**src/lpcpg_pkg.sv**
```systemverilog
// Package of constants and types for the auto-increment page load block.
package lpcpg_pkg;

  // ----------------------------------------------------------------------
  // Frame fields
  // ----------------------------------------------------------------------
  localparam logic [3:0] START_CODE      = 4'hE;
  localparam int         ADDR_NIBBLES    = 7;
  localparam int         PAGE_BYTES      = 128;
  localparam int         PAGE_LSB        = 7;
  localparam int         PAGE_MSB        = 20;
  localparam int         BYTE_IDX_W      = 7;
  localparam int         PAGE_ADDR_W     = PAGE_MSB - PAGE_LSB + 1;

  // ----------------------------------------------------------------------
  // Buffer and programming timing
  // ----------------------------------------------------------------------
  localparam int         FIFO_DEPTH      = 4;
  localparam int         PROG_TIME_NS    = 7000;
  localparam int         CLK_PERIOD_NS   = 10;
  localparam int         PROG_CYCLES     = (PROG_TIME_NS + CLK_PERIOD_NS - 1) / CLK_PERIOD_NS;

  // ----------------------------------------------------------------------
  // Types
  // ----------------------------------------------------------------------
  typedef enum logic [2:0] {
    ST_IDLE  = 3'b000,
    ST_SEL   = 3'b001,
    ST_ADDR  = 3'b011,
    ST_SIZE  = 3'b010,
    ST_DATA  = 3'b110,
    ST_DRAIN = 3'b111,
    ST_DONE  = 3'b101
  } lpcpg_state_type;

  typedef struct packed {
    logic [PAGE_ADDR_W-1:0] page;
    logic [BYTE_IDX_W-1:0]  index;
    logic [7:0]             data;
  } lpcpg_write_type;

endpackage : lpcpg_pkg

```
**src/lpcpg_fifo.sv**
```systemverilog
// Small FIFO between the nibble assembler and the array writer.
`timescale 1ns/1ns
module lpcpg_fifo #(
  parameter int WIDTH = 8,
  parameter int DEPTH = 4
) (
  input  wire logic             sys_clk_in,
  input  wire logic             rst_in,
  input  wire logic             in_valid_in,
  output logic                  in_ready_out,
  input  wire logic [WIDTH-1:0] in_data_in,
  output logic                  out_valid_out,
  input  wire logic             out_ready_in,
  output logic [WIDTH-1:0]      out_data_out
);

  localparam int AW = $clog2(DEPTH);

  logic [WIDTH-1:0] mem_ff [DEPTH];
  logic [AW-1:0]    wr_ptr_ff;
  logic [AW-1:0]    rd_ptr_ff;
  logic [AW:0]      count_ff;
  logic             push;
  logic             pop;

  assign push          = in_valid_in && in_ready_out;
  assign pop           = out_valid_out && out_ready_in;
  assign in_ready_out  = count_ff < (AW+1)'(DEPTH);
  assign out_valid_out = count_ff != '0;
  assign out_data_out  = mem_ff[rd_ptr_ff];

  always_ff @(posedge sys_clk_in) begin
    if (push) begin
      mem_ff[wr_ptr_ff] <= in_data_in;
    end
  end

  always_ff @(posedge sys_clk_in or posedge rst_in) begin
    if (rst_in) begin
      wr_ptr_ff <= '0;
      rd_ptr_ff <= '0;
      count_ff  <= '0;
    end else begin
      if (push) begin
        wr_ptr_ff <= (wr_ptr_ff == AW'(DEPTH - 1)) ? '0 : wr_ptr_ff + 1'b1;
      end
      if (pop) begin
        rd_ptr_ff <= (rd_ptr_ff == AW'(DEPTH - 1)) ? '0 : rd_ptr_ff + 1'b1;
      end
      count_ff <= count_ff + (AW+1)'(push) - (AW+1)'(pop);
    end
  end

endmodule : lpcpg_fifo

```
**src/lpcpg_writer.sv**
```systemverilog
// Array writer: takes buffered bytes and spends the programming time per page.
`timescale 1ns/1ns
module lpcpg_writer #(
  parameter int PROG_CYCLES = lpcpg_pkg::PROG_CYCLES
) (
  input  wire logic                    sys_clk_in,
  input  wire logic                    rst_in,
  input  wire logic                    in_valid_in,
  output logic                         in_ready_out,
  input  wire lpcpg_pkg::lpcpg_write_type in_word_in,
  input  wire logic                    commit_in,
  output logic                         busy_out,
  output lpcpg_pkg::lpcpg_write_type   last_word_out,
  output logic                         word_strobe_out
);

  logic [$clog2(PROG_CYCLES+1)-1:0] prog_cnt_ff;
  logic                             drain_ff;

  // ----------------------------------------------------------------------
  // Byte sink and page programming timer
  // ----------------------------------------------------------------------
  assign in_ready_out = !drain_ff;
  assign busy_out     = drain_ff;

  always_ff @(posedge sys_clk_in or posedge rst_in) begin
    if (rst_in) begin
      prog_cnt_ff     <= '0;
      drain_ff        <= 1'b0;
      last_word_out   <= '0;
      word_strobe_out <= 1'b0;
    end else begin
      word_strobe_out <= in_valid_in && !drain_ff;
      if (in_valid_in && !drain_ff) begin
        last_word_out <= in_word_in;
      end
      if (commit_in && !drain_ff) begin
        drain_ff    <= 1'b1;
        prog_cnt_ff <= ($clog2(PROG_CYCLES+1))'(PROG_CYCLES);
      end else if (drain_ff) begin
        if (prog_cnt_ff <= 1) begin
          drain_ff <= 1'b0;
        end
        prog_cnt_ff <= prog_cnt_ff - 1'b1;
      end
    end
  end

endmodule : lpcpg_writer

```
**src/lpcpg_top.sv**
```systemverilog
// Auto-increment page load sequencer of a low-pin-count flash device.
// ----------------------------------------------------------------------
// Overview of operation
// - One address transfer per page; byte index increments internally.
// - Lowest seven address bits ignored; load starts at page byte zero.
// - Ready/busy goes low when buffer is full, high when it drains.
// - After last byte ready/busy stays low until programming ends.
// - Data taken only while strobe low and ready high, up to byte 127.
// - Strobe released early programs bytes received and ends the command.
// - A byte with only one nibble received is discarded.
// - Software block locks are bypassed while the mode is active.
// - Supervoltage lost mid-page leaves page contents undefined.
// - Start code 1110 with frame low; last start before frame high counts.
// - Select nibble must equal the strap pins for the device to respond.
// - Seven address nibbles follow, most significant first.
// - Only address bits 20 down to 7 are used.
// - Size field is ignored.
// - Data bytes arrive low nibble first, byte 0 to byte 127.
// ----------------------------------------------------------------------
`timescale 1ns/1ns
module lpcpg_top #(
  parameter int PROG_CYCLES = lpcpg_pkg::PROG_CYCLES,
  parameter int FIFO_DEPTH  = lpcpg_pkg::FIFO_DEPTH
) (
  input  wire logic                              sys_clk_in,
  input  wire logic                              rst_in,
  input  wire logic                              frame_n_in,
  input  wire logic [3:0]                        lad_in,
  input  wire logic                              supervoltage_in,
  input  wire logic                              load_strobe_n_in,
  input  wire logic [3:0]                        strap_select_pins_in,
  output logic                                   ready_busy_n_out,
  output logic                                   lock_bypass_out,
  output logic                                   write_valid_out,
  output lpcpg_pkg::lpcpg_write_type             write_word_out,
  output logic                                   page_done_out
);

  // ----------------------------------------------------------------------
  // Declarations
  // ----------------------------------------------------------------------
  lpcpg_pkg::lpcpg_state_type            state_ff;
  lpcpg_pkg::lpcpg_state_type            nxt_state;
  logic [2:0]                            addr_cnt_ff;
  wire logic [lpcpg_pkg::ADDR_NIBBLES-1:0][3:0] addr_nib;
  logic [27:0]                           addr_word;
  logic [lpcpg_pkg::PAGE_ADDR_W-1:0]     page_ff;
  logic [lpcpg_pkg::BYTE_IDX_W:0]        byte_cnt_ff;
  logic [3:0]                            low_nib_ff;
  logic                                  half_ff;
  logic                                  commit_ff;
  logic                                  ready_ff;
  logic                                  bypass_ff;
  logic                                  done_ff;

  logic                                  start_seen;
  logic                                  in_addr;
  logic                                  in_data;
  logic                                  enter_drain;
  logic                                  commit_go;
  logic                                  nxt_ready;
  logic                                  nib_take;
  logic                                  byte_push;
  logic                                  page_full;
  logic                                  early_end;
  logic                                  fifo_in_ready;
  logic                                  fifo_out_valid;
  logic                                  wr_in_ready;
  logic                                  wr_busy;
  logic                                  wr_strobe;
  lpcpg_pkg::lpcpg_write_type            push_word;
  lpcpg_pkg::lpcpg_write_type            fifo_word;
  lpcpg_pkg::lpcpg_write_type            wr_last;

  // ----------------------------------------------------------------------
  // Decode
  // ----------------------------------------------------------------------
  // True when the byte counter holds the given count.
  function automatic logic count_at(input logic [lpcpg_pkg::BYTE_IDX_W:0] cnt, input int value);
    return cnt == (lpcpg_pkg::BYTE_IDX_W+1)'(value);
  endfunction : count_at

  assign in_addr     = state_ff == lpcpg_pkg::ST_ADDR;
  assign in_data     = state_ff == lpcpg_pkg::ST_DATA;
  assign start_seen  = !frame_n_in && lad_in == lpcpg_pkg::START_CODE && supervoltage_in;
  assign page_full   = count_at(byte_cnt_ff, lpcpg_pkg::PAGE_BYTES);
  // Nibbles count only with the strobe low, the device ready and the page not full.
  assign nib_take    = in_data && !load_strobe_n_in && ready_ff && !page_full;
  assign byte_push   = nib_take && half_ff;
  assign early_end   = in_data && load_strobe_n_in;
  assign enter_drain = in_data && nxt_state == lpcpg_pkg::ST_DRAIN;
  // The commit is handed to the writer only once the buffer has run empty.
  assign commit_go   = state_ff == lpcpg_pkg::ST_DRAIN && !fifo_out_valid && commit_ff;
  assign push_word  = '{page:  page_ff,
                        index: byte_cnt_ff[lpcpg_pkg::BYTE_IDX_W-1:0],
                        data:  {lad_in, low_nib_ff}};

  // ----------------------------------------------------------------------
  // Frame sequencer
  // ----------------------------------------------------------------------
  always_comb begin
    nxt_state = state_ff;
    case (state_ff)
      lpcpg_pkg::ST_IDLE: begin
        if (start_seen) begin
          nxt_state = lpcpg_pkg::ST_SEL;
        end
      end
      lpcpg_pkg::ST_SEL: begin
        if (start_seen) begin
          nxt_state = lpcpg_pkg::ST_SEL;
        end else if (lad_in == strap_select_pins_in) begin
          nxt_state = lpcpg_pkg::ST_ADDR;
        end else begin
          nxt_state = lpcpg_pkg::ST_IDLE;
        end
      end
      lpcpg_pkg::ST_ADDR: begin
        if (addr_cnt_ff == 3'(lpcpg_pkg::ADDR_NIBBLES - 1)) begin
          nxt_state = lpcpg_pkg::ST_SIZE;
        end
      end
      lpcpg_pkg::ST_SIZE: begin
        nxt_state = lpcpg_pkg::ST_DATA;
      end
      lpcpg_pkg::ST_DATA: begin
        if (early_end || (byte_push && count_at(byte_cnt_ff, lpcpg_pkg::PAGE_BYTES - 1))) begin
          nxt_state = lpcpg_pkg::ST_DRAIN;
        end
      end
      lpcpg_pkg::ST_DRAIN: begin
        if (!fifo_out_valid && !wr_busy && !commit_ff) begin
          nxt_state = lpcpg_pkg::ST_DONE;
        end
      end
      lpcpg_pkg::ST_DONE: begin
        nxt_state = lpcpg_pkg::ST_IDLE;
      end
      default: begin
        nxt_state = lpcpg_pkg::ST_IDLE;
      end
    endcase
  end

  always_ff @(posedge sys_clk_in or posedge rst_in) begin
    if (rst_in) begin
      state_ff <= lpcpg_pkg::ST_IDLE;
    end else begin
      state_ff <= nxt_state;
    end
  end

  // ----------------------------------------------------------------------
  // Address capture
  // ----------------------------------------------------------------------
  always_ff @(posedge sys_clk_in or posedge rst_in) begin
    if (rst_in) begin
      addr_cnt_ff <= '0;
    end else if (in_addr) begin
      addr_cnt_ff <= addr_cnt_ff + 1'b1;
    end else begin
      addr_cnt_ff <= '0;
    end
  end

  // One lane per address nibble; the first nibble sent lands in the top lane.
  for (genvar k = 0; k < lpcpg_pkg::ADDR_NIBBLES; k++) begin : g_addr_lane
    logic [3:0] nib_ff;
    logic       lane_hit;

    assign lane_hit    = in_addr && addr_cnt_ff == 3'(lpcpg_pkg::ADDR_NIBBLES - 1 - k);
    assign addr_nib[k] = nib_ff;

    always_ff @(posedge sys_clk_in or posedge rst_in) begin
      if (rst_in) begin
        nib_ff <= '0;
      end else if (lane_hit) begin
        nib_ff <= lad_in;
      end
    end
  end

  assign addr_word = addr_nib;

  // Only the page bits are kept; the byte offset bits are dropped.
  always_ff @(posedge sys_clk_in or posedge rst_in) begin
    if (rst_in) begin
      page_ff <= '0;
    end else if (state_ff == lpcpg_pkg::ST_SIZE) begin
      page_ff <= addr_word[lpcpg_pkg::PAGE_MSB:lpcpg_pkg::PAGE_LSB];
    end
  end

  // ----------------------------------------------------------------------
  // Nibble pairing and byte counter
  // ----------------------------------------------------------------------
  always_ff @(posedge sys_clk_in or posedge rst_in) begin
    if (rst_in) begin
      half_ff     <= 1'b0;
      low_nib_ff  <= '0;
      byte_cnt_ff <= '0;
    end else if (state_ff != lpcpg_pkg::ST_DATA) begin
      half_ff     <= 1'b0;
      byte_cnt_ff <= '0;
    end else if (nib_take) begin
      half_ff <= !half_ff;
      if (!half_ff) begin
        low_nib_ff <= lad_in;
      end else begin
        byte_cnt_ff <= byte_cnt_ff + 1'b1;
      end
    end
  end

  // ----------------------------------------------------------------------
  // Commit flag
  // ----------------------------------------------------------------------
  // The request is kept until the buffer has run empty, so a page that
  // still holds bytes at its end is programmed as well.
  always_ff @(posedge sys_clk_in or posedge rst_in) begin
    if (rst_in) begin
      commit_ff <= 1'b0;
    end else if (enter_drain) begin
      commit_ff <= 1'b1;
    end else if (commit_go) begin
      commit_ff <= 1'b0;
    end
  end

  // ----------------------------------------------------------------------
  // Status and outputs
  // ----------------------------------------------------------------------
  // Busy while the buffer is full, and from the end of the page until the return to idle.
  assign nxt_ready = (fifo_in_ready || !in_data)
                     && nxt_state != lpcpg_pkg::ST_DRAIN && nxt_state != lpcpg_pkg::ST_DONE;

  always_ff @(posedge sys_clk_in or posedge rst_in) begin
    if (rst_in) begin
      ready_ff <= 1'b1;
    end else begin
      ready_ff <= nxt_ready;
    end
  end

  always_ff @(posedge sys_clk_in or posedge rst_in) begin
    if (rst_in) begin
      bypass_ff <= 1'b0;
      done_ff   <= 1'b0;
    end else begin
      bypass_ff <= supervoltage_in;
      done_ff   <= state_ff == lpcpg_pkg::ST_DONE;
    end
  end

  assign ready_busy_n_out = ready_ff;
  assign lock_bypass_out  = bypass_ff;
  assign page_done_out    = done_ff;
  assign write_valid_out  = wr_strobe;
  assign write_word_out   = wr_last;

  // ----------------------------------------------------------------------
  // Data buffer and array writer
  // ----------------------------------------------------------------------
  lpcpg_fifo #(
    .WIDTH ($bits(lpcpg_pkg::lpcpg_write_type)),
    .DEPTH (FIFO_DEPTH)
  ) u_fifo (
    .sys_clk_in    (sys_clk_in),
    .rst_in        (rst_in),
    .in_valid_in   (byte_push),
    .in_ready_out  (fifo_in_ready),
    .in_data_in    (push_word),
    .out_valid_out (fifo_out_valid),
    .out_ready_in  (wr_in_ready),
    .out_data_out  (fifo_word)
  );

  lpcpg_writer #(
    .PROG_CYCLES (PROG_CYCLES)
  ) u_writer (
    .sys_clk_in      (sys_clk_in),
    .rst_in          (rst_in),
    .in_valid_in     (fifo_out_valid),
    .in_ready_out    (wr_in_ready),
    .in_word_in      (fifo_word),
    .commit_in       (commit_go),
    .busy_out        (wr_busy),
    .last_word_out   (wr_last),
    .word_strobe_out (wr_strobe)
  );

endmodule : lpcpg_top

```
**config.mk**
```make
export PLATFORM = sky130hd
export DESIGN_NAME = lpcpg_top
export DESIGN_NICKNAME = d
export VERILOG_FILES = /design/src/lpcpg_pkg.sv /design/src/lpcpg_fifo.sv /design/src/lpcpg_writer.sv /design/src/lpcpg_top.sv
export SDC_FILE = /design/constraint.sdc
export NUM_CORES = 1
export LEC_CHECK = 0
export BUFFER_PORTS_ARGS = -buffer_cell sky130_fd_sc_hd__buf_2
export CORE_ASPECT_RATIO = 2
export CORE_MARGIN = 10
export CORE_UTILIZATION = 50
export CTS_CLUSTER_DIAMETER = 150
export DETAILED_ROUTE_END_ITERATION = 10
export MAX_ROUTING_LAYER = met4
export PLACE_DENSITY = 0.76
export SYNTH_ARGS = -nofsm -noshare
export SYNTH_HDL_FRONTEND = slang
export SYNTH_SLANG_ARGS = --single-unit
```
**constraint.sdc**
```tcl
create_clock -name sys_clk_in -period 4.4 [get_ports sys_clk_in]
set_input_delay 1.32 -clock sys_clk_in [delete_from_list [all_inputs] [get_ports sys_clk_in]]
set_output_delay 1.32 -clock sys_clk_in [all_outputs]
set_load 0.01 [all_outputs]
```
==> metrics <==
Hold Buf Count CTS 0; Worst R2R Setup Slack 1.77 ns; core area 0.0168 mm²; die area 0.0231 mm²; first drt pass iteration count 4; crit-path cells buf_2 > and4bb_4 > nand2_4 > nor3_4 > ha_1 > inv_1 > fa_1 > xnor2_1 > xnor2_1; CTS tree yes; cells after synthesis 484; final wirelength 15400 µm; leak pwr 3.59 nW; hold_ws 0.479 ns; CP startpoint kind input port; dpl cells 727; final std cells w/o fill 760; CTS H-Tree Depth 1; Vias/cell 5.67; # clock sinks 215; Power, Total 0.00598 W; PostCTS Resize Cnt 0; port bufs 45; final period utilization 0.628; Detail Route Antenna Nets 0; Setup Viol. Count Final 0; initial antenna violation count 0; DRC Markers 0; worst slew pin tran 1.16 ns; Post-CTS Setup Bufs 0; Avg WL per Cell 20.3 µm; initial core utilization 0.511; Max Freq 362 MHz; distinct cell type count after synthesis 57; Primary FF master, synth edfxtp_1; # IOs 46; Post-synth EDFFs 116; Net Count, Synth 514; Worst Path Required 4.80 ns; die width 113 µm; Final Max Tran Viols 0; worst r2r path cells 10; total track usage 0.138; minimum clock period after layout 2.76 ns; vias in the first global route 4689; Post-DP Area 0.00901 mm²; fill count 1270; status complete, no violations; DPL Wire Length 9930 µm; Synth Register Bits 215; DRT iter0 DRCs 182; synthesized area per cell 17.7 µm²; Hold Vio Cnt, Final 0; CP endpoint kind flip-flop; Worst Skew 0.0150 ns; via count 4310; Hold Path Cell Cnt 1; Max Cap Violations 0; Nets 571; GR Overflow Total 0; layout cell share with drive strength beyond 1 0.340; Critical Path Most Common Cell xnor2_1; diode count 0; Placer Congestion 0.837; Crit Path Class input port to flip-flop; CP Depth 9; largest net degree at the start of global routing 81; Slew HR 0.225; setup_tns 0 ns; crit-path max cell delay 0.38 ns; first-pass GRT wire length 25100 µm; std cell rows 67; Reg clk slew, reported paths 0.07 ns; register area share after synthesis 0.696; crit-path max FO 9; HP Class flip-flop to flip-flop; Final Cell Area 0.00958 mm²; Async SR Flop Fraction 0.460; synthesized area 0.00856 mm²; PD cells 624 mW/mm²; unrepaired setup endpoints after global routing false; Max clock buf depth 3; critical path's slowest cell fa_1; Top Family by Delay on Critical Path simple AND/OR/NAND/NOR gates; Synth Warn # 0; critical path buffer and inverter count 2; Die Y 205 µm; root buf cell clkbuf_16; Arr. time, crit path 3.16 ns; Peak VDD IR 0.439 mV; clk_lat worst skew 0.48 ns; area delta synth->final 11.9%; Num CTS Buffers 19
metrics by stage:
stage / utilization / setup slack [ns]
floorplan: - / 0.491
global placement: 0.537 / 1.22
detailed placement: 0.537 / 1.14
CTS: 0.572 / 1.63
global route: 0.572 / 1.53
finish: 0.572 / 1.64
state kept, by name, summed over array words and instances, names as in the netlist, 2 cells and up:
register,cells
addr_cnt_ff,3
u_fifo.count_ff,3
u_fifo.rd_ptr_ff,2
u_writer.last_word_out,29
low_nib_ff,4
byte_cnt_ff,8
g_addr_lane.nib_ff,14
u_fifo.wr_ptr_ff,2
state_ff,3
page_ff,14
u_fifo.mem_ff,116
u_writer.prog_cnt_ff,10
Yosys cell counts (all sizes together) (2+ instances only):
master,number,area (µm²)
mux2,67,754
nand2,8,37.5
nor3b,3,22.5
inv,19,71.3
and3,2,12.5
o31ai,2,15.0
nand2b,3,18.8
and4,2,17.5
clkbuf,4,15.0
or2,2,12.5
dfrtp,98,2450
and2,8,51.3
or4,3,30.0
or3,3,23.8
o21ai,3,15.0
mux4,29,653
o41ai,2,17.5
xor2,6,52.6
edfxtp,116,3480
and4bb,2,28.8
nand3,10,50.1
nor4,4,25.0
nor3,9,61.3
a21oi,8,40.0
xnor2,6,52.6
nor2,14,52.6
ha,16,200
nand4,4,25.0
buf,12,90.1
o211ai,3,22.5
where the power goes:
part	switching, W	internal [W]	total [W]
logic	0.000633	0.000805	0.00144
clock network	0.000678	0.000875	0.00155
registers	0.000397	0.00259	0.00299
worst register-to-register path: stages (launching register included):
cell	delay [ns]
dfrtp_1	0.45
or3_4	0.39
nor2b_2	0.16
buf_4	0.27
ha_1	0.34
inv_1	0.05
ha_1	0.13
inv_1	0.05
fa_1	0.38
xnor2_1	0.17
xnor2_1	0.15
layer usage:
| layer | vias up | part of all wire | GRT usage |
|---|---|---|---|
| li1 | 1950 | - | - |
| met1 | 2250 | 0.37 | 0.145 |
| met2 | 86 | 0.57 | 0.257 |
| met3 | 24 | 0.039 | 0.0205 |
| met4 | 0 | 0.019 | 0.0428 |
| met5 | - | 0 | - |
cell usage in the layout (no fill, tap or decap), types with 5 or more instances in the layout:
master     instances
ha_1              16
nor2_1            14
clkinv_2           5
nor3_1             7
xor2_1             6
clkbuf_1           5
mux4_2            29
buf_2             45
buf_4              7
nand2_1            7
clkbuf_16         19
inv_1             18
edfxtp_1         116
xnor2_1            6
mux2_2            65
nand3_1           10
a21oi_1            8
and2_1             7
dfrtp_1           97
cell families (layout without fill, tap and decap cells):
group,Yosys count,count (layout),share of synthesized area
compound gates,27,27,0.0213
xor+xnor,12,12,0.0123
fa+ha+maj,17,17,0.0257
buf+inv,35,104,0.0206
flops,215,215,0.696
mux,96,96,0.164
simple gates,82,82,0.0596
final timing paths:
| check | start | end |
|---|---|---|
| max | load_strobe_n_in | u_fifo.count_ff[2] |
| min | u_writer.last_word_out[17] | u_writer.last_word_out[17] |
| max reg2reg | u_fifo.count_ff[2] | u_fifo.count_ff[2] |
| min reg2reg | u_writer.last_word_out[17] | u_writer.last_word_out[17] |
| max in group asynchronous | rst_in | u_writer.last_word_out[8] |
| min in group asynchronous | rst_in | u_writer.last_word_out[18] |
area by class of cell:
cell class / count / area, µm² / share of cell area
Timing Repair Buffer: 52 / 278 / 0.0290
Sequential cell: 215 / 5960 / 0.622
Multi-Input combinational cell: 234 / 2430 / 0.254
Clock buffer: 25 / 508 / 0.0530
Inverter: 19 / 73.8 / 0.00770
Tap cell: 207 / 259 / 0.0270
Clock inverter: 8 / 67.6 / 0.00705
Power figures use the tool's default switching activity.
